File: src/verilog/strap_decoder_pkg.sv
// Constants, register map and state type for the node identifier strap decoder
package strap_decoder_pkg;
	// Register byte offsets
	localparam logic [7:0] OFS_SETUP_CTRL = 8'h00;
	localparam logic [7:0] OFS_STATUS = 8'h04;
	localparam logic [7:0] OFS_AXIS_SETUP_BASE = 8'h10;
	localparam logic [7:0] OFS_ALIAS_BASE = 8'h20;
	localparam logic [7:0] OFS_AXIS_STRIDE = 8'h04;
	// Setup control field positions
	localparam int CTRL_HW_SEL_BIT = 0;
	localparam int CTRL_VALID_BIT = 1;
	localparam int CTRL_ALIAS_MODE_BIT = 2;
	localparam int CTRL_COMMIT_BIT = 31;
	// Status field positions
	localparam int STAT_SAMPLED_BIT = 0;
	localparam int STAT_LOCKED_BIT = 1;
	localparam int STAT_BANK_LSB = 4;
	localparam int STAT_MSB_SW_BIT = 8;
	localparam int STAT_VENDOR_BIT = 9;
	localparam int STAT_LSS_LSB = 16;
	// Values after reset and fixed codes
	localparam logic [7:0] NODE_ID_DEFAULT = 8'hFF;
	localparam logic [7:0] NODE_ID_NONE = 8'h00;
	localparam logic [15:0] ALIAS_NONE = 16'h0000;
	localparam logic [2:0] CTRL_RESET = 3'h0;
	localparam logic [31:0] READ_ZERO = 32'h0000_0000;
	// Switch settle time before the one-shot sample
	localparam int CLK_PERIOD_PS = 25000;
	localparam int SETTLE_TIME_NS = 1000;
	localparam int SETTLE_CYCLES_RAW = (SETTLE_TIME_NS * 1000 + CLK_PERIOD_PS - 1) / CLK_PERIOD_PS;
	localparam int SETTLE_CYCLES = (SETTLE_CYCLES_RAW < 1) ? 1 : SETTLE_CYCLES_RAW;
	localparam int SETTLE_CNT_W = 8;
	// Configuration sequence, once per power cycle
	typedef enum logic [2:0] {
		ST_SAMPLE = 3'b001,
		ST_WAIT_SETUP = 3'b010,
		ST_LOCKED = 3'b100
	} cfg_state_t;
endpackage

File: src/verilog/node_id_strap_decoder.sv
// Power-up strap sampler and per-axis node identifier decoder with Avalon-MM registers
//
// Our own choices: the Avalon-MM slave port and the register addresses.
`timescale 1ns/1ps
module node_id_strap_decoder #(
	parameter int NUM_AXES = 4, // Axes in the system, 1 to 7
	parameter bit ETHERCAT_VARIANT = 1'b0 // 1: Ethernet variant, 0: CAN variant
) (
	input wire logic core_clk_in, // 40 MHz clock
	input wire logic sys_rst_in, // Power-up reset, sync, active high
	input wire logic [3:0] id_switch_bank_in, // Bit 3 is position 1
	input wire logic protocol_or_id_msb_switch_in, // Protocol or identifier top bit
	input wire logic [7:0] avs_address_in, // Byte address
	input wire logic avs_read_in, // Read request
	input wire logic avs_write_in, // Write request
	input wire logic [31:0] avs_writedata_in, // Write data
	input wire logic [3:0] avs_byteenable_in, // Write byte lanes
	output logic [31:0] avs_readdata_out, // Read data
	output logic avs_waitrequest_out, // Stall, high when idle
	output logic [8*NUM_AXES-1:0] node_identifier_out, // Per-axis identifier
	output logic [16*NUM_AXES-1:0] station_alias_out, // Per-axis station alias
	output logic vendor_can_protocol_out, // Vendor CAN protocol chosen
	output logic [NUM_AXES-1:0] lss_inactive_out, // Per-axis LSS inactive
	output logic config_locked_out // Identifiers final
);
	import strap_decoder_pkg::*;

	// Configuration state, switch synchronisers and latches
	cfg_state_t state_reg;
	cfg_state_t state_next;
	logic [3:0] bank_meta_reg;
	logic [3:0] bank_sync_reg;
	logic msb_meta_reg;
	logic msb_sync_reg;
	logic [3:0] bank_lat_reg;
	logic msb_lat_reg;
	logic [SETTLE_CNT_W-1:0] settle_cnt_reg;
	// Setup, identifier and bus registers
	logic [2:0] ctrl_reg;
	logic [8*NUM_AXES-1:0] setup_id_reg;
	logic [8*NUM_AXES-1:0] node_id_reg;
	logic [16*NUM_AXES-1:0] alias_reg;
	logic [NUM_AXES-1:0] lss_reg;
	logic vendor_reg;
	logic locked_reg;
	logic wait_reg;
	logic [31:0] rdata_reg;

	// Bus decode
	wire bus_req = avs_read_in | avs_write_in;
	wire wr_go = avs_write_in & ~wait_reg;
	wire ctrl_hit = (avs_address_in[7:2] == OFS_SETUP_CTRL[7:2]);
	wire stat_hit = (avs_address_in[7:2] == OFS_STATUS[7:2]);
	wire setup_open = (state_reg != ST_LOCKED);
	wire ctrl_wr = wr_go & ctrl_hit & avs_byteenable_in[0] & setup_open;
	wire commit_go = wr_go & ctrl_hit & avs_byteenable_in[3] & avs_writedata_in[CTRL_COMMIT_BIT]
		& (state_reg == ST_WAIT_SETUP);
	wire settle_done = (settle_cnt_reg == SETTLE_CNT_W'(SETTLE_CYCLES - 1));
	wire eth_msb = ETHERCAT_VARIANT & msb_lat_reg;
	wire [2:0] ctrl_eff = ctrl_wr ? avs_writedata_in[2:0] : ctrl_reg; // Commit sees bits of its own write
	wire hw_forced = ctrl_eff[CTRL_HW_SEL_BIT] | ~ctrl_eff[CTRL_VALID_BIT];
	wire canopen_sel = ~ETHERCAT_VARIANT & ~msb_sync_reg;

	// Status word
	wire [31:0] stat_word = (32'(lss_reg) << STAT_LSS_LSB)
		| (32'(vendor_reg) << STAT_VENDOR_BIT)
		| (32'(msb_lat_reg) << STAT_MSB_SW_BIT)
		| (32'(bank_lat_reg) << STAT_BANK_LSB)
		| (32'(locked_reg) << STAT_LOCKED_BIT)
		| (32'(state_reg != ST_SAMPLE) << STAT_SAMPLED_BIT);
	wire [31:0] ctrl_word = 32'(ctrl_reg);

	// Per-axis read words, hits and identifiers
	logic [31:0] axis_rd [NUM_AXES];
	logic [NUM_AXES-1:0] axis_hit;
	logic [7:0] sw_id [NUM_AXES];
	logic [7:0] chosen_id [NUM_AXES];

	// Per-axis identifier derivation and register decode
	genvar gi;
	generate
		for (gi = 0; gi < NUM_AXES; gi++) begin : g_axis
			// Per-axis register hits
			wire [7:0] sid = setup_id_reg[8*gi +: 8];
			wire su_hit = (avs_address_in[7:2] == 6'((OFS_AXIS_SETUP_BASE + 8'(gi) * OFS_AXIS_STRIDE) >> 2));
			wire al_hit = (avs_address_in[7:2] == 6'((OFS_ALIAS_BASE + 8'(gi) * OFS_AXIS_STRIDE) >> 2));
			wire use_hw = hw_forced | (sid == NODE_ID_NONE);
			assign sw_id[gi] = {eth_msb, bank_lat_reg, 3'(gi + 1)};
			assign chosen_id[gi] = use_hw ? sw_id[gi] : sid;
			assign axis_hit[gi] = su_hit | al_hit;
			assign axis_rd[gi] = su_hit
				? {16'h0000, node_id_reg[8*gi +: 8], sid}
				: (al_hit ? {16'h0000, alias_reg[16*gi +: 16]} : READ_ZERO);

			// Setup identifier write, only until locked
			always_ff @(posedge core_clk_in) begin
				if (sys_rst_in) begin
					setup_id_reg[8*gi +: 8] <= NODE_ID_NONE;
				end else if (wr_go & su_hit & avs_byteenable_in[0] & setup_open) begin
					setup_id_reg[8*gi +: 8] <= avs_writedata_in[7:0];
				end
			end

			// Identifier, alias and LSS state per axis
			always_ff @(posedge core_clk_in) begin
				if (sys_rst_in) begin
					node_id_reg[8*gi +: 8] <= NODE_ID_DEFAULT;
					alias_reg[16*gi +: 16] <= ALIAS_NONE;
					lss_reg[gi] <= 1'b0;
				end else if (commit_go) begin
					node_id_reg[8*gi +: 8] <= chosen_id[gi];
					alias_reg[16*gi +: 16] <= (ETHERCAT_VARIANT & ctrl_eff[CTRL_ALIAS_MODE_BIT]
						& (chosen_id[gi] != NODE_ID_DEFAULT)) ? {8'h00, chosen_id[gi]} : ALIAS_NONE;
					lss_reg[gi] <= ~ETHERCAT_VARIANT & ~vendor_reg & (chosen_id[gi] == NODE_ID_DEFAULT);
				end else if ((state_reg == ST_SAMPLE) & settle_done) begin
					lss_reg[gi] <= canopen_sel;
				end
			end

		end
	endgenerate

	// Read data selection over all registers
	logic [31:0] axis_rd_or;
	always_comb begin
		axis_rd_or = READ_ZERO;
		for (int i = 0; i < NUM_AXES; i++) begin
			axis_rd_or = axis_rd_or | axis_rd[i];
		end
	end
	wire [31:0] rd_mux = ctrl_hit ? ctrl_word : (stat_hit ? stat_word : axis_rd_or);

	// Two-flop synchronisers on the switch pins
	always_ff @(posedge core_clk_in) begin
		if (sys_rst_in) begin
			bank_meta_reg <= 4'h0;
			bank_sync_reg <= 4'h0;
			msb_meta_reg <= 1'b0;
			msb_sync_reg <= 1'b0;
		end else begin
			bank_meta_reg <= id_switch_bank_in;
			bank_sync_reg <= bank_meta_reg;
			msb_meta_reg <= protocol_or_id_msb_switch_in;
			msb_sync_reg <= msb_meta_reg;
		end
	end

	// Configuration sequence
	always_comb begin
		state_next = state_reg;
		unique case (state_reg)
			ST_SAMPLE: begin
				if (settle_done) begin
					state_next = ST_WAIT_SETUP;
				end
			end
			ST_WAIT_SETUP: begin
				if (commit_go) begin
					state_next = ST_LOCKED;
				end
			end
			ST_LOCKED: begin
				state_next = ST_LOCKED;
			end
			default: begin
				state_next = ST_SAMPLE;
			end
		endcase
	end

	// State, settle counter and one-shot switch latch
	always_ff @(posedge core_clk_in) begin
		if (sys_rst_in) begin
			state_reg <= ST_SAMPLE;
			settle_cnt_reg <= '0;
			bank_lat_reg <= 4'h0;
			msb_lat_reg <= 1'b0;
			vendor_reg <= 1'b0;
			locked_reg <= 1'b0;
		end else begin
			state_reg <= state_next;
			locked_reg <= (state_next == ST_LOCKED);
			if (state_reg == ST_SAMPLE) begin
				settle_cnt_reg <= settle_cnt_reg + 1'b1;
			end
			if ((state_reg == ST_SAMPLE) & settle_done) begin
				bank_lat_reg <= bank_sync_reg;
				msb_lat_reg <= msb_sync_reg;
				vendor_reg <= ~ETHERCAT_VARIANT & msb_sync_reg;
			end
		end
	end

	// Setup control bits, frozen once locked
	always_ff @(posedge core_clk_in) begin
		if (sys_rst_in) begin
			ctrl_reg <= CTRL_RESET;
		end else if (ctrl_wr) begin
			ctrl_reg <= avs_writedata_in[2:0];
		end
	end

	// Bus handshake: one wait cycle, then answer
	always_ff @(posedge core_clk_in) begin
		if (sys_rst_in) begin
			wait_reg <= 1'b1;
			rdata_reg <= READ_ZERO;
		end else begin
			wait_reg <= ~(bus_req & wait_reg);
			if (avs_read_in & wait_reg) begin
				rdata_reg <= rd_mux;
			end
		end
	end

	// Outputs come straight from registers
	assign avs_readdata_out = rdata_reg;
	assign avs_waitrequest_out = wait_reg;
	assign node_identifier_out = node_id_reg;
	assign station_alias_out = alias_reg;
	assign vendor_can_protocol_out = vendor_reg;
	assign lss_inactive_out = lss_reg;
	assign config_locked_out = locked_reg;
endmodule

File: config.mk
export PLATFORM = sky130hd
export DESIGN_NAME = node_id_strap_decoder
export DESIGN_NICKNAME = d
export VERILOG_FILES = /design/src/verilog/strap_decoder_pkg.sv /design/src/verilog/node_id_strap_decoder.sv
export SDC_FILE = /design/constraint.sdc
export NUM_CORES = 1
export LEC_CHECK = 0
export ABC_AREA = 1
export BUFFER_PORTS_ARGS = -buffer_cell sky130_fd_sc_hd__clkbuf_2
export CAP_MARGIN = 20
export CORE_ASPECT_RATIO = 1.2
export CORE_MARGIN = 4
export CORE_UTILIZATION = 51
export DETAILED_ROUTE_END_ITERATION = 8
export PLACE_DENSITY = 0.8
export SETUP_SLACK_MARGIN = 0.02
export SYNTH_ARGS = -nofsm -noshare
export SYNTH_HDL_FRONTEND = slang
export SYNTH_SLANG_ARGS = --single-unit
File: constraint.sdc
create_clock -name core_clk_in -period 1.94 [get_ports core_clk_in]
set_input_delay 0.388 -clock core_clk_in [delete_from_list [all_inputs] [get_ports core_clk_in]]
set_output_delay 0.388 -clock core_clk_in [all_outputs]
set_load 0.03 [all_outputs]
==> PnR_summary.wiki <==
{| class="wikitable"
! Metric !! Value
|-
| Total routed wirelength || ~17000 um
|-
| Number of nets in the layout || slightly below 1000
|-
| Stages on the worst setup path || 13
|-
| Maximum fanout along the worst path || 6
|-
| Library cells used by synthesis || 41
|-
| Overall overflow remaining after global route || 0
|-
| Worst hold margin || approximately 0.15 ns
|-
| Weighted congestion at the end of routability-driven global placement || 0.922
|-
| Total leakage power || approximately 3.2 nW
|-
| Status || finished, final reports clean
|-
| Layout Skew || between 0.009 and 0.01 ns
|-
| Synthesized area per cell || 7.52 sq um
|-
| Largest net degree at the start of global routing || 62
|-
| Busiest layer in global routing || met2
|-
| Path category of the worst min-delay check || in -> reg
|-
| Number of buffers inserted by hold repair at cts || 0
|-
| CTS tree || yes
|-
| Global-route wire length before repair || roughly 27000 um
|-
| Max-slew violation count || 0
|-
| Share of the synthesized area in the top cell type || between 40% and 50%
|-
| Die outline area || about 13000 sq um
|-
| Most frequent cells after synthesis || dfxtp_1 (119), nand2_1 (119), a21oi_1 (95), buf_4 (80), o21ai_0 (73)
|-
| Routed wire length per instance || 15.9 um
|-
| GRT Util Overall || around a quarter
|-
| Average vias per placed instance || 5.30
|-
| Total I/O pin count || roughly 190
|-
| YS warnings || 0
|-
| Initial Utilization || between 50% and 60%
|-
| Kind of launch point of the worst setup path || register
|-
| Share of flip-flops with an asynchronous set or reset || 0%
|-
| Final cycle utilization of the critical path || between 90% and 100%
|-
| Leading cell types by total area after synthesis || dfxtp_1 (41%), buf_4 (10%), a21oi_1 (8.1%)
|-
| Source-to-sink clock delay at the later pin of the worst-skew pair || 0.42 ns
|-
| FP Rows || 42
|-
| Cts bufs inserted || 17
|-
| Proportion of layout cells with a drive suffix above 1 || 26.9%
|-
| Depth of the most critical reg-to-reg path || 13
|-
| RSZ-0062 raised after global routing || yes
|-
| Antenna Violating Nets Remaining || 0
|-
| Fin util || 67.0%
|-
| Area inside the core boundary || 11100 sq um
|-
| Number of global-route vias before repair || 5257
|-
| Number of standard cells after synthesis || 777
|-
| Met2 Use GR || 42.9%
|-
| Routing usage on met1 || 29.6%
|-
| Root Buffer Master || clkbuf_16
|-
| CP cell instances || inv_2 -> nand3_4 -> nor2_8 -> nand2_8 -> nand2_4 -> nand2_4 -> buf_4 -> buf_4 -> nand4_1 -> nand2_1 -> nor2_2 -> nand3_2 -> a21oi_2
|-
| Detailed-route DRC error count || 0
|-
| Highest ir drop seen on vdd || 504 uV
|-
| H-tree level count || 4
|-
| Clock tree buffer depth || 2
|-
| Number of fill cells in the layout || 900
|-
| Max Clk Rate || 523 MHz
|-
| Worst hold path cell count || 3
|-
| Number of buffer and inverter instances along the worst setup path || 3
|-
| Detailed Routing Iterations Pass 1 || 5
|-
| HPWL after detailed placement || roughly 13000 um
|-
| Top cell type by total area after synthesis || dfxtp_1
|-
| Worst-path clk slew || approximately 0.06 ns
|-
| Kind of critical path || reg -> reg
|-
| Portion of the post-synthesis area used by sequential elements || ~41%
|-
| Vertical die dimension || 125 um
|-
| # diodes || 0
|-
| CP delay by family, top || simple AND/OR/NAND/NOR gates
|-
| Worst Path Required || approximately 2.3 ns
|-
| Antenna violations before repair || 0
|-
| Most frequently used flop master after synthesis || dfxtp_1
|-
| Clock Sinks || about 120
|-
| Total setup violations reported at the end of the flow || 0
|-
| DRT iter0 DRCs || between 400 and 500
|-
| Post-route minimum period || 1.91 ns
|-
| Total power per unit cell area || about 860 nW/um^2
|-
| Endpoint class of the critical path || register
|-
| Cell area after technology mapping || between 5000 and 6000 sq um
|-
| Count of flip-flops with a built-in enable after synthesis || 0
|-
| Number of vias after detailed routing || ~5800
|-
| Buffers added on ports || 84
|-
| Max-cap violation count || 0
|-
| Met3 layer usage reported by global route || under 10%
|-
| Post-synthesis register bit count || 119
|-
| Area overhead of the layout relative to synthesis || 27.8%
|-
| Final Hold Viols || 0
|-
| Endpoint arrival time on the critical path || about 2.3 ns
|-
| Cell at the slowest stage of the critical path || dfxtp_1
|-
| Width of the die || 106 um
|-
| Delay of the slowest cell on the worst path || 0.34 ns
|}
## cell usage in the layout, fill, tap and decap left out, types with 9 or more instances in the layout
cell       Yosys  final
nor4_1        10     10
a21oi_1       95     93
clkbuf_2       0     84
nand2_1      119    104
nor2_1        54     49
clkbuf_16      0     17
nand4_1       18     18
nand2_2        3     15
buf_4         80     75
conb_1         1     76
o21ai_0       73     73
dfxtp_1      119    118
nand3_1       38     33
a22oi_1        9      9
inv_1         68     67
## per-layer routing
metal	wire length (um)	vias to the layer above
li1	-	2768
met1	6680	2614
met2	8460	346
met3	1460	60
met4	747	0
met5	0	-
## path summary, 6_finish.rpt
check / startpoint / to / slack (ns)
hold reg to reg: msb_meta_reg / msb_sync_reg / 0.40
hold / removal: id_switch_bank_in[3] / bank_meta_reg[3] / 0.15
setup reg to reg: avs_waitrequest_out / lss_inactive_out[0] / 0.03
setup / recovery: avs_waitrequest_out / lss_inactive_out[0] / 0.03
## report_power, final
part / internal [W] / total (W) / switching (W)
registers: 0.00247 / 0.00248 / 0.0000137
clock network: 0.00236 / 0.00352 / 0.00116
logic: 0.0000858 / 0.000446 / 0.000360
## worst min-delay path: cells and delay by family
family	cells	cell delay (ns)
buffers and inverters	2	0.12
AND/OR/NAND/NOR	1	0.03
## logic make-up (layout without fill, tap and decap cells)
logic type,Yosys count,after routing,synth area share (%)
flops,119,119,40.8
compound gates,205,205,19.2
buf+inv,186,272,17.6
other cells,1,76,0.0642
simple gates,265,265,22.1
fa+ha+maj,1,1,0.214
## repair_timing
| item | 4_1_cts | 5_1_grt |
|---|---|---|
| buffers inserted | 1 | 7 |
| endpoints found under the setup margin | 5 | 24 |
| resized for setup | 2 | 40 |
| pin swaps | 2 | 17 |
## layout make-up
| type | count | area (sq um) | area share (%) |
|---|---|---|---|
| Clock inverter | 13 | 218 | 2.92 |
| Clock buffer | 19 | 453 | 6.07 |
| Inverter | 76 | 293 | 3.92 |
| Timing Repair Buffer | 164 | 1070 | 14.4 |
| Tap cell | 154 | 193 | 2.58 |
| Multi-Input combinational cell | 547 | 2850 | 38.2 |
| Sequential cell | 119 | 2380 | 31.9 |
## metrics by stage
stage	total power, W	setup WS, ns	setup TNS (ns)	instance area, sq um	instances
4_1_cts	0.00645	0.0200	0	7270	1085
3_5_place_dp	0.00297	-0.210	-3.87	6580	1052
2_1_floorplan	0.00298	0.162	0	6120	852
6_report	0.00645	0.0273	0	7460	1092
3_3_place_gp	0.00296	-0.163	-3.01	6580	1052
5_1_grt	0.00658	-0.0333	-0.0480	7460	1092
Power figures use the tool's default switching activity.
